File: src/ctm_cfg.svh
// Purpose: Constants of the core timer: register indices, field positions, reset values, counts
// Assumes: Included by its bare name from the timer module and the testbench
// Notes:   Byte address of a register is four times its index
`ifndef CTM_CFG_SVH
`define CTM_CFG_SVH

// ----------------------------------------------------------------------------
// Register indices
// ----------------------------------------------------------------------------
`define CTM_IDX_CTRL     10'h008
`define CTM_IDX_COUNT    10'h009

// ----------------------------------------------------------------------------
// Control and status fields
// ----------------------------------------------------------------------------
`define CTM_BIT_OVF      7
`define CTM_BIT_PER      6
`define CTM_BIT_OVF_EN   5
`define CTM_BIT_PER_EN   4
`define CTM_BIT_OVF_CLR  3
`define CTM_BIT_PER_CLR  2
`define CTM_BIT_RATE_HI  1
`define CTM_BIT_RATE_LO  0
`define CTM_RATE_RST     2'h3

// ----------------------------------------------------------------------------
// Divider chain and timing
// ----------------------------------------------------------------------------
`define CTM_PRE_BITS     2
`define CTM_CNT_BITS     8
`define CTM_TAP0_BITS    12
`define CTM_TAPS         4
`define CTM_CHAIN_BITS   15
`define CTM_COP_BITS     3
// Oscillator stabilisation, 4064 cycles
`define CTM_STAB_CYC     13'h0fe0

`endif

File: src/ctm_pkg.sv
// Purpose: Types shared by the core timer
// Assumes: ctm_cfg.svh holds the register and timing numbers; mode codes and widths are set here
// Notes:   Nothing is imported; users write ctm_pkg::name
`default_nettype none
package ctm_pkg;

    // ------------------------------------------------------------------------
    // Power mode of the device
    // ------------------------------------------------------------------------
    typedef enum logic [2:0] {
        MODE_RUN   = 3'b000,
        MODE_WAIT  = 3'b001,
        MODE_STOP  = 3'b010,
        MODE_LOW_POWER_RESET_PIN = 3'b011,
        MODE_STAB  = 3'b100
    } ctm_mode_e;

    typedef logic [1:0] ctm_rate_t;

endpackage : ctm_pkg
`default_nettype wire

File: src/ctm_core_timer.sv
// Purpose: Core timer with overflow flag, periodic interrupt, watchdog and power modes
// Assumes: pclk is the bus clock E; CPU requests stop and wait with one-cycle pulses
// Notes:   APB slave answers with no wait state; pins pass two flip-flops first
`include "ctm_cfg.svh"
`default_nettype none

// Contract
// - Divide by four, then 8-bit counter chain
// - Counter value readable at register index 09
// - Overflow flag on wrap, direct writes ignored
// - Overflow rate is clock divided by 1024
// - Two stages then periodic circuit, four taps
// - Watchdog divides periodic output by eight
// - Writing one to overflow clear clears flag
// - Periodic flag set on tap, cleared by one
// - Overflow flag with enable requests interrupt
// - Periodic flag with enable requests interrupt
// - Both flag clear bits always read zero
// - Rate select picks 2^12 to 2^15 period
// - Reset sets both rate select bits
// - Watchdog timeout seven to eight periods
// - Stop clears and halts the counter chain
// - Stop clears CPU mask, pending external interrupt exits
// - Stop ends on external interrupt, low-power or reset
// - Wait keeps timer, any interrupt ends it
// - Low-power reset holds, then 4064 stabilisation cycles
// - Stop leaves the external interrupt mask alone
// - Watchdog clear resets only final stage
// - Other resets clear chain without stabilisation
module ctm_core_timer #(
    parameter logic [12:0] STAB_CYCLES = `CTM_STAB_CYC
) (
    // Clock and reset
    input  wire logic        pclk,
    input  wire logic        presetn,
    // APB slave
    input  wire logic        psel,
    input  wire logic        penable,
    input  wire logic        pwrite,
    input  wire logic [11:0] paddr,
    input  wire logic [31:0] pwdata,
    output logic             pready,
    output logic [31:0]      prdata,
    output logic             pslverr,
    // CPU side
    input  wire logic        stop_req,
    input  wire logic        wait_req,
    input  wire logic        wdog_clear,
    output logic             timer_irq,
    output logic             cpu_reset,
    output logic             cpu_halt,
    output logic             cpu_irq_mask_clear,
    output logic             osc_run,
    // Pins
    input  wire logic        ext_irq_pin,
    input  wire logic        low_power_reset_pin_n,
    input  wire logic        ext_reset_pin_n
);

    // ------------------------------------------------------------------------
    // Pin synchronisers
    // ------------------------------------------------------------------------
    logic [2:0] sync1_q;
    logic [2:0] sync2_q;
    wire  [2:0] pins = {ext_irq_pin, ext_reset_pin_n, low_power_reset_pin_n};

    always_ff @(posedge pclk or negedge presetn) begin
        if (!presetn) begin
            sync1_q <= 3'h3;
            sync2_q <= 3'h3;
        end else begin
            sync1_q <= pins;
            sync2_q <= sync1_q;
        end
    end

    wire lp_rst  = ~sync2_q[0];
    wire ext_rst = ~sync2_q[1];
    wire ext_irq = sync2_q[2];

    // ------------------------------------------------------------------------
    // State
    // ------------------------------------------------------------------------
    ctm_pkg::ctm_mode_e mode_q;
    ctm_pkg::ctm_mode_e mode_d;
    logic [`CTM_CHAIN_BITS-1:0] chain_q;
    logic [`CTM_COP_BITS-1:0]   cop_q;
    logic [12:0]                stab_cnt_q;
    logic                       wdog_bite_q;
    logic                       ovf_flag_q;
    logic                       per_flag_q;
    logic                       ovf_en_q;
    logic                       per_en_q;
    ctm_pkg::ctm_rate_t         rate_q;
    logic                       pready_q;
    logic                       pslverr_q;
    logic [31:0]                prdata_q;
    logic                       irq_q;
    logic                       cpu_reset_q;
    logic                       cpu_halt_q;
    logic                       mask_clr_q;
    logic                       osc_run_q;

    // ------------------------------------------------------------------------
    // Mode decode
    // ------------------------------------------------------------------------
    wire in_stop   = (mode_q == ctm_pkg::MODE_STOP);
    wire in_wait   = (mode_q == ctm_pkg::MODE_WAIT);
    wire in_low_power_reset_pin  = (mode_q == ctm_pkg::MODE_LOW_POWER_RESET_PIN);
    wire in_stab   = (mode_q == ctm_pkg::MODE_STAB);
    wire stab_done = in_stab & (stab_cnt_q == STAB_CYCLES - 13'h001);
    // Reset of flags, enables and rate select, not of the counter chain
    wire soft_rst  = ext_rst | in_low_power_reset_pin | in_stab | wdog_bite_q;
    wire irq_raw   = (ovf_flag_q & ovf_en_q) | (per_flag_q & per_en_q);

    // ------------------------------------------------------------------------
    // Divider chain
    // ------------------------------------------------------------------------
    wire chain_clr = in_stop | in_low_power_reset_pin | stab_done | ext_rst | wdog_bite_q;
    wire chain_adv = ~chain_clr;
    wire [`CTM_CNT_BITS-1:0] count_val =
        chain_q[`CTM_PRE_BITS+`CTM_CNT_BITS-1:`CTM_PRE_BITS];
    wire ovf_tick  = chain_adv & (&chain_q[`CTM_PRE_BITS+`CTM_CNT_BITS-1:0]);

    logic [`CTM_TAPS-1:0] tap_ones;
    genvar gi;
    generate
        for (gi = 0; gi < `CTM_TAPS; gi = gi + 1) begin : g_tap
            assign tap_ones[gi] = &chain_q[`CTM_TAP0_BITS-1+gi:0];
        end
    endgenerate

    wire per_tick = chain_adv & tap_ones[rate_q];
    wire cop_bite = per_tick & (&cop_q);

    always_ff @(posedge pclk or negedge presetn) begin
        if (!presetn) begin
            chain_q <= '0;
        end else if (chain_clr) begin
            chain_q <= '0;
        end else begin
            chain_q <= chain_q + 15'h0001;
        end
    end

    // Watchdog stage: only this stage is cleared by software
    always_ff @(posedge pclk or negedge presetn) begin
        if (!presetn) begin
            cop_q       <= '0;
            wdog_bite_q <= 1'b0;
        end else begin
            wdog_bite_q <= cop_bite;
            if (chain_clr | wdog_clear) begin
                cop_q <= '0;
            end else if (per_tick) begin
                cop_q <= cop_q + 3'h1;
            end
        end
    end

    // ------------------------------------------------------------------------
    // Power mode sequencer
    // ------------------------------------------------------------------------
    always_comb begin
        mode_d = mode_q;
        case (mode_q)
            ctm_pkg::MODE_RUN: begin
                if (stop_req) begin
                    mode_d = ctm_pkg::MODE_STOP;
                end else if (wait_req) begin
                    mode_d = ctm_pkg::MODE_WAIT;
                end
            end
            ctm_pkg::MODE_WAIT: begin
                if (ext_irq | irq_raw) begin
                    mode_d = ctm_pkg::MODE_RUN;
                end
            end
            ctm_pkg::MODE_STOP: begin
                if (ext_irq) begin
                    mode_d = ctm_pkg::MODE_RUN;
                end
            end
            ctm_pkg::MODE_LOW_POWER_RESET_PIN: begin
                mode_d = ctm_pkg::MODE_STAB;
            end
            ctm_pkg::MODE_STAB: begin
                if (stab_done) begin
                    mode_d = ctm_pkg::MODE_RUN;
                end
            end
            default: begin
                mode_d = ctm_pkg::MODE_RUN;
            end
        endcase
        if (lp_rst) begin
            mode_d = ctm_pkg::MODE_LOW_POWER_RESET_PIN;
        end else if (ext_rst) begin
            mode_d = ctm_pkg::MODE_RUN;
        end
    end

    always_ff @(posedge pclk or negedge presetn) begin
        if (!presetn) begin
            mode_q     <= ctm_pkg::MODE_RUN;
            stab_cnt_q <= '0;
        end else begin
            mode_q     <= mode_d;
            stab_cnt_q <= in_stab ? stab_cnt_q + 13'h0001 : 13'h0000;
        end
    end

    // Entry into stop or wait clears only the CPU I bit, never the external mask
    wire enter_low = (mode_q == ctm_pkg::MODE_RUN) & ~lp_rst & ~ext_rst
                   & (stop_req | wait_req);

    // ------------------------------------------------------------------------
    // APB decode
    // ------------------------------------------------------------------------
    wire apb_setup = psel & ~penable;
    wire apb_acc   = psel & penable & pready_q;
    wire hit_ctrl  = (paddr[11:2] == `CTM_IDX_CTRL);
    wire hit_count = (paddr[11:2] == `CTM_IDX_COUNT);
    wire unmapped  = ~(hit_ctrl | hit_count);
    wire wr_ctrl   = apb_acc & pwrite & hit_ctrl;
    wire ovf_clr   = wr_ctrl & pwdata[`CTM_BIT_OVF_CLR];
    wire per_clr   = wr_ctrl & pwdata[`CTM_BIT_PER_CLR];

    wire [7:0] ctrl_rd = {ovf_flag_q, per_flag_q, ovf_en_q, per_en_q,
                          1'b0, 1'b0, rate_q};
    wire [7:0] rd_byte = hit_ctrl  ? ctrl_rd   :
                         hit_count ? count_val : 8'h00;
    wire [31:0] prdata_d = (apb_setup & ~pwrite) ? {24'h000000, rd_byte} : 32'h00000000;

    always_ff @(posedge pclk or negedge presetn) begin
        if (!presetn) begin
            pready_q  <= 1'b0;
            pslverr_q <= 1'b0;
            prdata_q  <= '0;
        end else begin
            pready_q  <= apb_setup;
            pslverr_q <= apb_setup & unmapped;
            prdata_q  <= prdata_d;
        end
    end

    // ------------------------------------------------------------------------
    // Flags and control
    // ------------------------------------------------------------------------
    // A set arriving with a clear wins; hardware reset beats both
    always_ff @(posedge pclk or negedge presetn) begin
        if (!presetn) begin
            ovf_flag_q <= 1'b0;
            per_flag_q <= 1'b0;
            ovf_en_q   <= 1'b0;
            per_en_q   <= 1'b0;
            rate_q     <= `CTM_RATE_RST;
        end else if (soft_rst) begin
            ovf_flag_q <= 1'b0;
            per_flag_q <= 1'b0;
            ovf_en_q   <= 1'b0;
            per_en_q   <= 1'b0;
            rate_q     <= `CTM_RATE_RST;
        end else begin
            ovf_flag_q <= ovf_tick | (ovf_flag_q & ~ovf_clr);
            per_flag_q <= per_tick | (per_flag_q & ~per_clr);
            if (wr_ctrl) begin
                ovf_en_q <= pwdata[`CTM_BIT_OVF_EN];
                per_en_q <= pwdata[`CTM_BIT_PER_EN];
                rate_q   <= pwdata[`CTM_BIT_RATE_HI:`CTM_BIT_RATE_LO];
            end
        end
    end

    // ------------------------------------------------------------------------
    // CPU side outputs
    // ------------------------------------------------------------------------
    always_ff @(posedge pclk or negedge presetn) begin
        if (!presetn) begin
            irq_q       <= 1'b0;
            cpu_reset_q <= 1'b1;
            cpu_halt_q  <= 1'b0;
            mask_clr_q  <= 1'b0;
            osc_run_q   <= 1'b1;
        end else begin
            irq_q       <= irq_raw & ~in_stop;
            cpu_reset_q <= soft_rst | lp_rst;
            cpu_halt_q  <= (mode_d == ctm_pkg::MODE_STOP) | (mode_d == ctm_pkg::MODE_WAIT);
            mask_clr_q  <= enter_low;
            osc_run_q   <= ~((mode_d == ctm_pkg::MODE_STOP) | (mode_d == ctm_pkg::MODE_LOW_POWER_RESET_PIN));
        end
    end

    assign pready             = pready_q;
    assign pslverr            = pslverr_q;
    assign prdata             = prdata_q;
    assign timer_irq          = irq_q;
    assign cpu_reset          = cpu_reset_q;
    assign cpu_halt           = cpu_halt_q;
    assign cpu_irq_mask_clear = mask_clr_q;
    assign osc_run            = osc_run_q;
endmodule : ctm_core_timer
`default_nettype wire

File: config.mk
export PLATFORM = sky130hd
export DESIGN_NAME = ctm_core_timer
export DESIGN_NICKNAME = d
export VERILOG_FILES = /design/src/ctm_pkg.sv /design/src/ctm_core_timer.sv
export VERILOG_INCLUDE_DIRS = /design/src
export SDC_FILE = /design/constraint.sdc
export NUM_CORES = 1
export LEC_CHECK = 0
export BUFFER_PORTS_ARGS = -buffer_cell sky130_fd_sc_hd__buf_2
export CAP_MARGIN = 20
export CORE_ASPECT_RATIO = 0.6
export CORE_MARGIN = 2
export CORE_UTILIZATION = 55
export DETAILED_ROUTE_END_ITERATION = 10
export GPL_ROUTABILITY_DRIVEN = 0
export PLACE_DENSITY_LB_ADDON = 0.3
export SYNTH_ARGS = -nofsm -noshare
export SYNTH_HDL_FRONTEND = slang
export SYNTH_SLANG_ARGS = --single-unit
File: constraint.sdc
create_clock -name pclk -period 3.4 [get_ports pclk]
set_input_delay 0.17 -clock pclk [delete_from_list [all_inputs] [get_ports pclk]]
set_output_delay 0.17 -clock pclk [all_outputs]
set_load 0.005 [all_outputs]
==> results of run 1 <==
per-stage QoR:
step	utilization [%]	instance area (um2)	worst slack, ns	std cells	hold WS (ns)
after global placement	61.0	3110	1.56	371	0.279
after global routing	65.5	3340	1.37	392	0.0193
after floorplan	-	3020	1.84	291	-0.126
after CTS	64.9	3310	1.52	390	0.0198
after detailed placement	61.0	3110	1.54	371	0.277
final	65.5	3340	1.52	392	0.0373
final cells by class:
type	count	area, um2
tap	66	82.6
clock inverter	1	5.00
clock buffer	15	166
timing repair buffer	48	280
sequential	62	1560
multi-input combinational	190	1210
fill	412	1760
inverter	10	37.5
registers in the layout, summed over array words and instances, names as in the netlist, 2 cells and up:
signal,cells
rate_q,2
stab_cnt_q,13
chain_q,15
sync1_q,3
sync2_q,3
cop_q,3
mode_q,3
prdata,8
logic make-up after synthesis:
| family | after synthesis |
|---|---|
| simple gates | 109 |
| buf+inv | 39 |
| mux | 13 |
| other cells | 1 |
| compound gates | 16 |
| xor+xnor | 24 |
| flops | 62 |
| fa+ha+maj | 4 |
repair_timing:
item                                   in CTS  in global routing
endpoints found under the hold margin       3                 11
hold buffers                                3                  1
buffers inserted                            0                  0
final timing paths:
path | to | slack [ns] | cells after the start
max | chain_q[10] | 1.52 | 5
min | cop_q[0] | 0.04 | 2
max reg2reg | chain_q[10] | 1.52 | 5
min reg2reg | sync2_q[2] | 0.35 | 0
max in group asynchronous | cpu_reset | 2.52 | 3
min in group asynchronous | chain_q[0] | 0.28 | 2
layout by cell type, fill, tap and decap left out, types with 5 or more instances in the layout:
cell	instances
sky130_fd_sc_hd__nor2_2	7
sky130_fd_sc_hd__buf_2	41
sky130_fd_sc_hd__nand3_1	7
sky130_fd_sc_hd__nor2_1	33
sky130_fd_sc_hd__xnor2_1	8
sky130_fd_sc_hd__and3_1	10
sky130_fd_sc_hd__conb_1	24
sky130_fd_sc_hd__nand4_1	5
sky130_fd_sc_hd__and4_1	5
sky130_fd_sc_hd__clkbuf_8	11
sky130_fd_sc_hd__a21oi_1	6
sky130_fd_sc_hd__dfrtp_1	54
sky130_fd_sc_hd__and2_1	5
sky130_fd_sc_hd__inv_1	10
sky130_fd_sc_hd__nand2_1	14
sky130_fd_sc_hd__dfstp_2	8
sky130_fd_sc_hd__xor2_1	16
sky130_fd_sc_hd__mux2i_1	13
metal layers:
metal / routed length [um] / GRT usage [%]
met1: 2720 / 28.7
met2: 2120 / 27.6
met3: 297 / 6.91
met4: 40 / 7.05
met5: 0 / 0
power by group:
part	internal (mW)	switching [mW]	total (mW)
combinational	0.0325	0.0503	0.0828
sequential	0.752	0.00812	0.760
clock	0.305	0.252	0.556
total	1.09	0.310	1.40
==> insert_results.sql, run 1 <==
INSERT INTO impl_metrics (metric_group, metric, value, unit) VALUES
('routing', 'drt-vias-per-instance', '5.00', ''),
('timing', 'finalCritPeriodShare', '55.2', '%'),
('logic_synthesis', 'synth.lib_cells_used.distinct', '41', ''),
('floorplanning', 'fp.dieArea', '0.00595', 'mm2'),
('setup_path', 'startpoint_type', 'flop', ''),
('setup_path', 'cp_data_arrival_time', '2.09', 'ns'),
('logic_synthesis', 'yosys_warnings', '0', ''),
('timing', 'finalHoldViolations', '0', ''),
('logic_synthesis', 'synth_most_common_cell', 'sky130_fd_sc_hd__dfrtp_1', ''),
('clock_tree', 'cts-root-buf', 'sky130_fd_sc_hd__clkbuf_8', ''),
('finish', 'antennaDiodeCount', '0', ''),
('job', 'number_of_max_capacitance_violations_reported', '0', ''),
('logic_synthesis', 'multiplexer_share_of_the_synthesized_area', '4.44', '%'),
('grt', 'grt_pass1_vias', '1833', ''),
('logic_synthesis', 'largest_family_of_logic_cells_by_synthesized_area', 'simple AND/OR/NAND/NOR gates', ''),
('timing', 'maxSlewViolCount', '0', ''),
('routing', 'ant_nets', '0', ''),
('logic_synthesis', 'synth.largest_area_cell', 'sky130_fd_sc_hd__dfrtp_1', ''),
('setup_path', 'cp_max_fo', '11', ''),
('logic_synthesis', 'synth_top_area_share', '46.1', '%'),
('routing', 'via_count', '1961', ''),
('logic_synthesis', 'yosys_most_used_dff', 'sky130_fd_sc_hd__dfrtp_1', ''),
('setup_path', 'rr_startpoint', 'mode_q[0]', ''),
('logic_synthesis', 'synth_xor_area_share', '7.17', '%'),
('power_and_ir_drop', 'design_power_total', '1.40', 'mW'),
('timing', 'max_freq', '0.533', 'GHz'),
('clock_tree', 'numClockSinks', '62', ''),
('timing', 'setup_viol_count_final', '0', ''),
('floorplanning', 'top_level_ports', '94', ''),
('floorplanning', 'placementRows', '20', ''),
('grt', 'wire_length_of_the_first_global_routing_pass', '8790', 'um'),
('routing', 'detail_route.drc_violations', '0', ''),
('clock_tree', 'cts-root-to-sink-buffers', '2', ''),
('finish', 'area.growth.synth_to_final', '14.0', '%'),
('routing', 'drt_iter0_drc', '112', ''),
('setup_path', 'crit_path_top_delay_cell', 'sky130_fd_sc_hd__dfrtp_1', ''),
('floorplanning', 'core-area', '0.00510', 'mm2'),
('logic_synthesis', 'synth_simple_gate_area_share', '21.2', '%'),
('power_and_ir_drop', 'power_per_cell_area', '418', 'mW/mm2'),
('status', 'run_status', 'finished clean', ''),
('clock_tree', 'htree_num_levels', '3', ''),
('clock_tree', 'clk-insertion-delay-late', '0.33', 'ns'),
('timing', 'rsz0062_at_grt', 'no', ''),
('floorplanning', 'die_span_in_x', '98.3', 'um'),
('finish', 'final_net_count', '380', ''),
('logic_synthesis', 'count_of_flip_flops_with_a_built_in_enable_after_synthesis', '0', ''),
('setup_path', 'critical_path.endpoint_type', 'flop', ''),
('clock_tree', 'cts_inserted_buffers', '9', ''),
('clock_tree', 'clkTransAtPathRegs', '0.06', 'ns'),
('setup_path', 'critPathLaunch', 'mode_q[0]', ''),
('worst_hold_path', 'worst_hold_check_path_type', 'in -> reg', ''),
('place', 'number_of_port_buffers', '41', ''),
('setup_path', 'crit_chain', 'nor3b_1, nand4_1, nand3b_1, buf_4, nor2_1', ''),
('routing', 'finalWirelength', '5180', 'um'),
('grt', 'grt_max_degree', '49', ''),
('finish', 'drive_above_1_share', '23.6', '%'),
('setup_path', 'critical_path_required', '3.61', 'ns'),
('grt', 'gr-usage-all-layers', '19.7', '%'),
('logic_synthesis', 'ys_ff_latch', '62', ''),
('clock_tree', 'cts_tree', 'yes', ''),
('clock_tree', 'post_cts_resize_count', '0', ''),
('logic_synthesis', 'postSynthCellCount', '268', ''),
('logic_synthesis', 'synth.avg_cell_area', '10.9', 'um2'),
('logic_synthesis', 'synth.cell_area', '0.00293', 'mm2'),
('timing', 'fin_skew', '0.00725', 'ns'),
('logic_synthesis', 'synth_compound_area_share', '3.75', '%'),
('floorplanning', 'initial_core_util', '57.5', '%'),
('setup_path', 'timing.critical_path.max_delay_family', 'simple AND/OR/NAND/NOR gates', ''),
('setup_path', 'number_of_buffers_and_inverters_on_the_critical_path', '1', ''),
('place', 'dp.final_hpwl', '3780', 'um'),
('logic_synthesis', 'arithmetic_cell_share_of_the_synthesized_area_counting_full_adders_half_adders_and_majority_gates', '1.71', '%');
No activity file was read; power rests on OpenSTA's default activity.
==> run 2: changes to the inputs <==
--- a/config.mk
+++ b/config.mk
@@ -6,11 +6,12 @@
 export SDC_FILE = /design/constraint.sdc
 export NUM_CORES = 1
 export LEC_CHECK = 0
+export ABC_AREA = 1
 export BUFFER_PORTS_ARGS = -buffer_cell sky130_fd_sc_hd__buf_2
 export CAP_MARGIN = 20
 export CORE_ASPECT_RATIO = 0.6
 export CORE_MARGIN = 2
-export CORE_UTILIZATION = 55
+export CORE_UTILIZATION = 51
 export DETAILED_ROUTE_END_ITERATION = 10
 export GPL_ROUTABILITY_DRIVEN = 0
 export PLACE_DENSITY_LB_ADDON = 0.3
==> constraint.sdc (replaced) <==
create_clock -name pclk -period 2 [get_ports pclk]
set_input_delay 0.1 -clock pclk [delete_from_list [all_inputs] [get_ports pclk]]
set_output_delay 0.1 -clock pclk [all_outputs]
set_load 0.005 [all_outputs]
==> insert_results.sql, run 2 <==
INSERT INTO impl_metrics (metric_group, metric, value, unit) VALUES
('status', 'run_status', 'finished clean', ''),
('power_and_ir_drop', 'leakagePower', '1.75', 'nW'),
('finish', 'layout.cells.most_common', 'sky130_fd_sc_hd__nand2_1', ''),
('logic_synthesis', 'synth-seq-area-share', '50.9', '%'),
('setup_path', 'path_class', 'reg -> reg', ''),
('floorplanning', 'placementRows', '21', ''),
('grt', 'grt_pass1_vias', '2249', ''),
('grt', 'grt_overflow_total', '0', ''),
('timing', 'finalHoldViolations', '0', ''),
('job', 'number_of_max_capacitance_violations_reported', '0', ''),
('logic_synthesis', 'synthTopCellsByArea', 'sky130_fd_sc_hd__dfrtp_1, sky130_fd_sc_hd__nand2_1, sky130_fd_sc_hd__dfstp_2, sky130_fd_sc_hd__nor2_1, sky130_fd_sc_hd__buf_4', ''),
('logic_synthesis', 'synth.avg_cell_area', '8.48', 'um2'),
('clock_tree', 'numClockSinks', '62', ''),
('timing', 'finalSetupTns', '0', 'ns'),
('setup_path', 'cp_data_arrival_time', '2.06', 'ns'),
('routing', 'drt-vias-per-instance', '4.80', ''),
('finish', 'most_flop_heavy_register', 'chain_q', ''),
('timing', 'timing.slew.headroom', '56.9', '%'),
('logic_synthesis', 'synth_most_common_cell', 'sky130_fd_sc_hd__nand2_1', ''),
('logic_synthesis', 'postSynthCellCount', '362', ''),
('timing', 'finalCritPeriodShare', '89.1', '%'),
('finish', 'layout.cells.most_common_list', 'sky130_fd_sc_hd__nand2_1, sky130_fd_sc_hd__dfrtp_1, sky130_fd_sc_hd__nor2_1', ''),
('timing', 'setup_viol_count_final', '0', ''),
('logic_synthesis', 'yosys_warnings', '0', ''),
('grt', 'gr-usage-all-layers', '20.3', '%'),
('grt', 'wire_length_of_the_first_global_routing_pass', '10400', 'um'),
('place', 'dp.final_hpwl', '4490', 'um'),
('routing', 'detail_route.drc_violations', '0', ''),
('power_and_ir_drop', 'vdd_ir_drop_max', '0.377', 'mV'),
('setup_path', 'cp_max_fo', '14', ''),
('setup_path', 'rr_startpoint', 'stab_cnt_q[0]', ''),
('finish', 'drive_above_1_share', '18.9', '%'),
('routing', 'avgRoutedWirePerCell', '12.0', 'um'),
('floorplanning', 'fp.dieArea', '0.00667', 'mm2'),
('power_and_ir_drop', 'power_per_cell_area', '749', 'mW/mm2'),
('grt', 'grt_max_degree', '37', ''),
('logic_synthesis', 'synth.cell_area', '0.00307', 'mm2'),
('timing', 'worst-slew-pin-transition', '0.646', 'ns'),
('clock_tree', 'clk-insertion-delay-late', '0.34', 'ns'),
('grt', 'grt_antenna_before_repair', '0', ''),
('logic_synthesis', 'yosys_most_used_dff', 'sky130_fd_sc_hd__dfrtp_1', ''),
('floorplanning', 'initial_core_util', '53.8', '%'),
('routing', 'via_count', '2440', ''),
('timing', 'maxSlewViolCount', '0', ''),
('timing', 'fin_skew', '0.00715', 'ns'),
('clock_tree', 'cts-root-buf', 'sky130_fd_sc_hd__clkbuf_8', ''),
('setup_path', 'startpoint_type', 'flop', ''),
('logic_synthesis', 'count_of_flip_flops_with_a_built_in_enable_after_synthesis', '0', ''),
('routing', 'finalWirelength', '6110', 'um'),
('setup_path', 'critical_path.endpoint_type', 'flop', ''),
('timing', 'final.hold.worst_slack', '0.0219', 'ns'),
('logic_synthesis', 'synth.largest_area_cell', 'sky130_fd_sc_hd__dfrtp_1', ''),
('place', 'number_of_port_buffers', '41', ''),
('routing', 'dr.pass1.iters', '4', ''),
('floorplanning', 'die_span_in_x', '104', 'um'),
('clock_tree', 'cts-root-to-sink-buffers', '2', ''),
('finish', 'antennaDiodeCount', '0', ''),
('routing', 'drt_iter0_drc', '179', ''),
('finish', 'area.growth.synth_to_final', '17.6', '%'),
('setup_path', 'critical_path_required', '2.28', 'ns'),
('finish', 'final_core_util', '63.3', '%'),
('setup_path', 'critPathLaunch', 'stab_cnt_q[0]', ''),
('timing', 'rsz0062_at_grt', 'no', ''),
('clock_tree', 'htree_num_levels', '3', ''),
('clock_tree', 'clkTransAtPathRegs', '0.07', 'ns'),
('logic_synthesis', 'ys_ff_latch', '62', ''),
('clock_tree', 'cts_inserted_buffers', '9', ''),
('timing', 'final.min_clock_period', '1.78', 'ns'),
('logic_synthesis', 'postSynth.asyncResetShare', '100', '%'),
('logic_synthesis', 'synth.lib_cells_used.distinct', '33', ''),
('setup_path', 'regToRegEndpoint', 'cop_q[1]', ''),
('setup_path', 'cells_on_worst_reg2reg_path', '9', ''),
('floorplanning', 'die_y', '64.1', 'um'),
('routing', 'ant_nets', '0', ''),
('logic_synthesis', 'ranking_of_synthesized_cells_by_instance_count', 'sky130_fd_sc_hd__nand2_1, sky130_fd_sc_hd__dfrtp_1, sky130_fd_sc_hd__nor2_1', ''),
('floorplanning', 'top_level_ports', '94', ''),
('setup_path', 'worst-r2r-setup-slack', '0.22', 'ns'),
('finish', 'final_net_count', '482', ''),
('timing', 'max_freq', '0.561', 'GHz'),
('worst_hold_path', 'worst_hold_check_path_type', 'in -> reg', ''),
('clock_tree', 'cts_tree', 'yes', ''),
('setup_path', 'crit_path_end', 'cop_q[1]', ''),
('finish', 'largest_reg_flops', '15', ''),
('floorplanning', 'core-area', '0.00570', 'mm2'),
('logic_synthesis', 'synth_top_area_share', '44.0', '%');
==> run 2: timing repair <==
action                                  in CTS  in global routing
gates resized for setup                      0                  1
endpoints found under the setup margin       0                  3
buffers inserted                             0                  0
endpoints found under the hold margin       33                  0
hold buffers                                 8                  0
==> run 2: worst min-delay path by stage <==
| stage | to | depth (start not counted) | start |
|---|---|---|---|
| after floorplan | chain_q[0] | 0 | presetn |
| after global placement | stab_cnt_q[0] | 1 | presetn |
| after detailed placement | stab_cnt_q[0] | 1 | presetn |
| after CTS | pready | 3 | psel |
| after global routing | pready | 3 | psel |
| final | pready | 3 | psel |
==> run 2: layout make-up <==
type	count	area [um2]
fill	503	2090
sequential	62	1560
multi-input combinational	254	1250
timing repair buffer	52	320
inverter	44	165
clock buffer	12	145
tap	80	100
clock inverter	4	70.1
==> run 2: cells by family after synthesis <==
family / synth area share, %
AOI/OAI and AO/OA: 8.15
xor gates and xnor gates: 1.43
adders and majority gates: 1.63
buffers and inverters: 11.5
DFF: 50.9
other: 0.122
and+or+nand+nor: 26.3
==> run 2: through the flow <==
step	cells	cell area, um2	power [mW]	worst slack [ns]
after floorplan	385	3160	1.46	0.576
after global placement	484	3310	1.50	0.245
after detailed placement	484	3310	1.51	0.167
after CTS	508	3600	2.71	0.146
after global routing	508	3610	2.82	0.0478
final	508	3610	2.70	0.219
==> run 2: worst max-delay path: stages, from the launching register on <==
cell,delay [ns]
sky130_fd_sc_hd__dfrtp_1,0.38
sky130_fd_sc_hd__ha_1,0.21
sky130_fd_sc_hd__nand3_1,0.14
sky130_fd_sc_hd__nor2_1,0.21
sky130_fd_sc_hd__nand3_2,0.23
sky130_fd_sc_hd__nand2_4,0.23
sky130_fd_sc_hd__nor2_2,0.08
sky130_fd_sc_hd__nand2_1,0.11
sky130_fd_sc_hd__nand2_1,0.07
sky130_fd_sc_hd__nand2_1,0.06
==> run 2: metal layers <==
metal | vias to the layer above | share of wire (%) | GRT usage (%)
li1 | 1235 | - | -
met3 | 11 | 6.8 | 6.94
met4 | 0 | 1.5 | 6.76
met5 | - | 0 | 0
met2 | 84 | 40 | 28.2
met1 | 1110 | 51 | 29.6
==> run 2: where the power goes <==
group	total [mW]	internal (mW)	leakage [nW]	switching, mW
Combinational	0.185	0.0681	0.817	0.117
Sequential	1.31	1.29	0.823	0.0202
Clock	1.20	0.732	0.110	0.472
Total	2.70	2.09	1.75	0.609
==> run 3: changes to the inputs <==
--- a/config.mk
+++ b/config.mk
@@ -6,7 +6,6 @@
 export SDC_FILE = /design/constraint.sdc
 export NUM_CORES = 1
 export LEC_CHECK = 0
-export ABC_AREA = 1
 export BUFFER_PORTS_ARGS = -buffer_cell sky130_fd_sc_hd__buf_2
 export CAP_MARGIN = 20
 export CORE_ASPECT_RATIO = 0.6
==> insert_results.sql, run 3 (synthesis results as in run 1) <==
INSERT INTO impl_metrics (metric_group, metric, value, unit) VALUES
('routing', 'detail_route.drc_violations', '0', ''),
('place', 'number_of_port_buffers', '41', ''),
('routing', 'ant_nets', '0', ''),
('routing', 'avgRoutedWirePerCell', '12.5', 'um'),
('timing', 'finalSetupTns', '0', 'ns'),
('job', 'number_of_max_capacitance_violations_reported', '0', ''),
('setup_path', 'cells_on_worst_reg2reg_path', '6', ''),
('setup_path', 'startpoint_type', 'flop', ''),
('place', 'dp.final_hpwl', '3990', 'um'),
('timing', 'setup_viol_count_final', '0', ''),
('worst_hold_path', 'hold_start', 'pwdata[5]', ''),
('finish', 'register_area', '0.00156', 'mm2'),
('clock_tree', 'post-cts-setup-buffers', '0', ''),
('power_and_ir_drop', 'power_per_cell_area', '689', 'mW/mm2'),
('clock_tree', 'clkTransAtPathRegs', '0.06', 'ns'),
('power_and_ir_drop', 'design_power_total', '2.35', 'mW'),
('floorplanning', 'fp.dieArea', '0.00639', 'mm2'),
('finish', 'layout.cells.most_common', 'sky130_fd_sc_hd__dfrtp_1', ''),
('setup_path', 'regToRegEndpoint', 'cop_q[1]', ''),
('clock_tree', 'cts_tree', 'yes', ''),
('finish', 'drive_above_1_share', '24.1', '%'),
('finish', 'multi_input_comb_area', '0.00121', 'mm2'),
('clock_tree', 'numClockSinks', '62', ''),
('finish', 'area.growth.synth_to_final', '16.1', '%'),
('finish', 'fillerInstances', '480', ''),
('grt', 'grt_overflow_total', '0', ''),
('grt', 'wire_length_of_the_first_global_routing_pass', '8890', 'um'),
('setup_path', 'cp_max_fo', '5', ''),
('grt', 'grt_antenna_before_repair', '0', ''),
('routing', 'via_count', '1979', ''),
('setup_path', 'cp_data_arrival_time', '2.01', 'ns'),
('routing', 'finalWirelength', '5170', 'um'),
('setup_path', 'path_class', 'reg -> reg', ''),
('timing', 'finalHoldViolations', '0', ''),
('grt', 'grt_max_degree', '36', ''),
('routing', 'dr.pass1.iters', '4', ''),
('finish', 'final_net_count', '386', ''),
('floorplanning', 'placementRows', '21', ''),
('timing', 'finalCritPeriodShare', '89.5', '%'),
('power_and_ir_drop', 'leakagePower', '1.72', 'nW'),
('clock_tree', 'cts-root-buf', 'sky130_fd_sc_hd__clkbuf_8', ''),
('clock_tree', 'post_cts_resize_count', '0', ''),
('clock_tree', 'cts-root-to-sink-buffers', '2', ''),
('timing', 'worst-slew-pin-transition', '0.620', 'ns'),
('floorplanning', 'top_level_ports', '94', ''),
('setup_path', 'critical_path.endpoint_type', 'flop', ''),
('status', 'run_status', 'finished clean', ''),
('timing', 'rsz0062_at_grt', 'no', ''),
('worst_hold_path', 'worst_hold_check_path_type', 'in -> reg', ''),
('power_and_ir_drop', 'vdd_ir_drop_max', '0.271', 'mV'),
('timing', 'final.min_clock_period', '1.79', 'ns'),
('timing', 'fin_skew', '0.00847', 'ns'),
('floorplanning', 'die_y', '62.7', 'um'),
('clock_tree', 'cts_hold_buf', '7', ''),
('floorplanning', 'initial_core_util', '52.7', '%'),
('setup_path', 'critical_path_required', '2.22', 'ns'),
('timing', 'max_freq', '0.559', 'GHz'),
('worst_hold_path', 'worst_hold_path.num_cells', '3', ''),
('routing', 'drt-vias-per-instance', '4.80', ''),
('floorplanning', 'die_span_in_x', '102', 'um'),
('worst_hold_path', 'min_to', 'ovf_en_q', ''),
('timing', 'maxSlewViolCount', '0', ''),
('setup_path', 'worst-r2r-setup-slack', '0.21', 'ns'),
('clock_tree', 'clk-insertion-delay-late', '0.33', 'ns'),
('finish', 'layout.cells.most_common_list', 'sky130_fd_sc_hd__dfrtp_1, sky130_fd_sc_hd__buf_2, sky130_fd_sc_hd__nor2_1', ''),
('timing', 'timing.slew.headroom', '58.7', '%'),
('grt', 'gr-usage-all-layers', '18.5', '%'),
('finish', 'most_flop_heavy_register', 'chain_q', ''),
('grt', 'grt_pass1_vias', '1849', ''),
('finish', 'antennaDiodeCount', '0', ''),
('clock_tree', 'htree_num_levels', '3', ''),
('floorplanning', 'core-area', '0.00557', 'mm2'),
('routing', 'drt_iter0_drc', '108', ''),
('setup_path', 'rr_startpoint', 'chain_q[0]', ''),
('finish', 'largest_reg_flops', '15', ''),
('clock_tree', 'cts_inserted_buffers', '9', '');
## run 3: cell types whose count changed in the layout (fill, tap and decap cells not counted), sizes merged, moves of 5 or more
cell and delta:
o21ai -8, nand2 -54, and4 +5, nand3 -23, o21a -5, and2 +5, nor3 -10, xnor2 +6
xor2 +13, and3 +10, a21oi -12, nor2 -14, inv -34, mux2i +13
## run 3: worst max-delay path by stage
stage,startpoint,to,slack (ns),cells past startpoint
detailed placement,chain_q[0],cop_q[2],0.22,6
global route,chain_q[0],cop_q[2],0.08,6
finish,chain_q[0],cop_q[1],0.21,6
floorplan,chain_q[0],cop_q[1],0.44,6
global placement,chain_q[0],cop_q[2],0.25,6
CTS,chain_q[0],cop_q[1],0.21,6
## run 3: worst max-delay path, stage by stage (launching register included)
cell and delay [ns]:
sky130_fd_sc_hd__dfrtp_1 0.41, sky130_fd_sc_hd__ha_1 0.23, sky130_fd_sc_hd__and2_1 0.23, sky130_fd_sc_hd__nand4_4 0.15, sky130_fd_sc_hd__a221oi_4 0.36, sky130_fd_sc_hd__mux2i_1 0.24
sky130_fd_sc_hd__nor3_1 0.06
## run 3: area by class of cell
type / count / share of cell area (%)
inverters: 10 / 1.10
repair buffers: 54 / 9.77
multi-input cells: 190 / 35.6
clock buffers: 14 / 4.48
flip-flops and latches: 62 / 45.8
well taps: 80 / 2.94
clock inverters: 2 / 0.294
## run 3: per-stage QoR
step | setup WS (ns) | hold slack, ns | area (um2) | util [%] | instances
3_3_place_gp | 0.254 | 0.144 | 3170 | 57.0 | 389
5_1_grt | 0.0778 | 0.0319 | 3410 | 61.1 | 412
4_1_cts | 0.211 | 0.00782 | 3410 | 61.1 | 412
6_report | 0.210 | 0.0177 | 3410 | 61.1 | 412
3_5_place_dp | 0.219 | 0.149 | 3170 | 57.0 | 389
2_1_floorplan | 0.436 | -0.196 | 3020 | - | 291
## run 3: layer usage
layer  global-route usage, %  up-vias  share of wire (%)
met3                    5.03       14                4.5
li1                        -      972                  -
met1                    28.3      937                 51
met5                       0        -                  0
met4                    8.50        0                2.2
met2                    24.1       56                 42
## run 3: where the power goes
part           total [mW]  internal, mW  switching, mW
registers            1.29          1.28         0.0137
logic               0.146        0.0617         0.0845
clock network       0.908         0.481          0.428
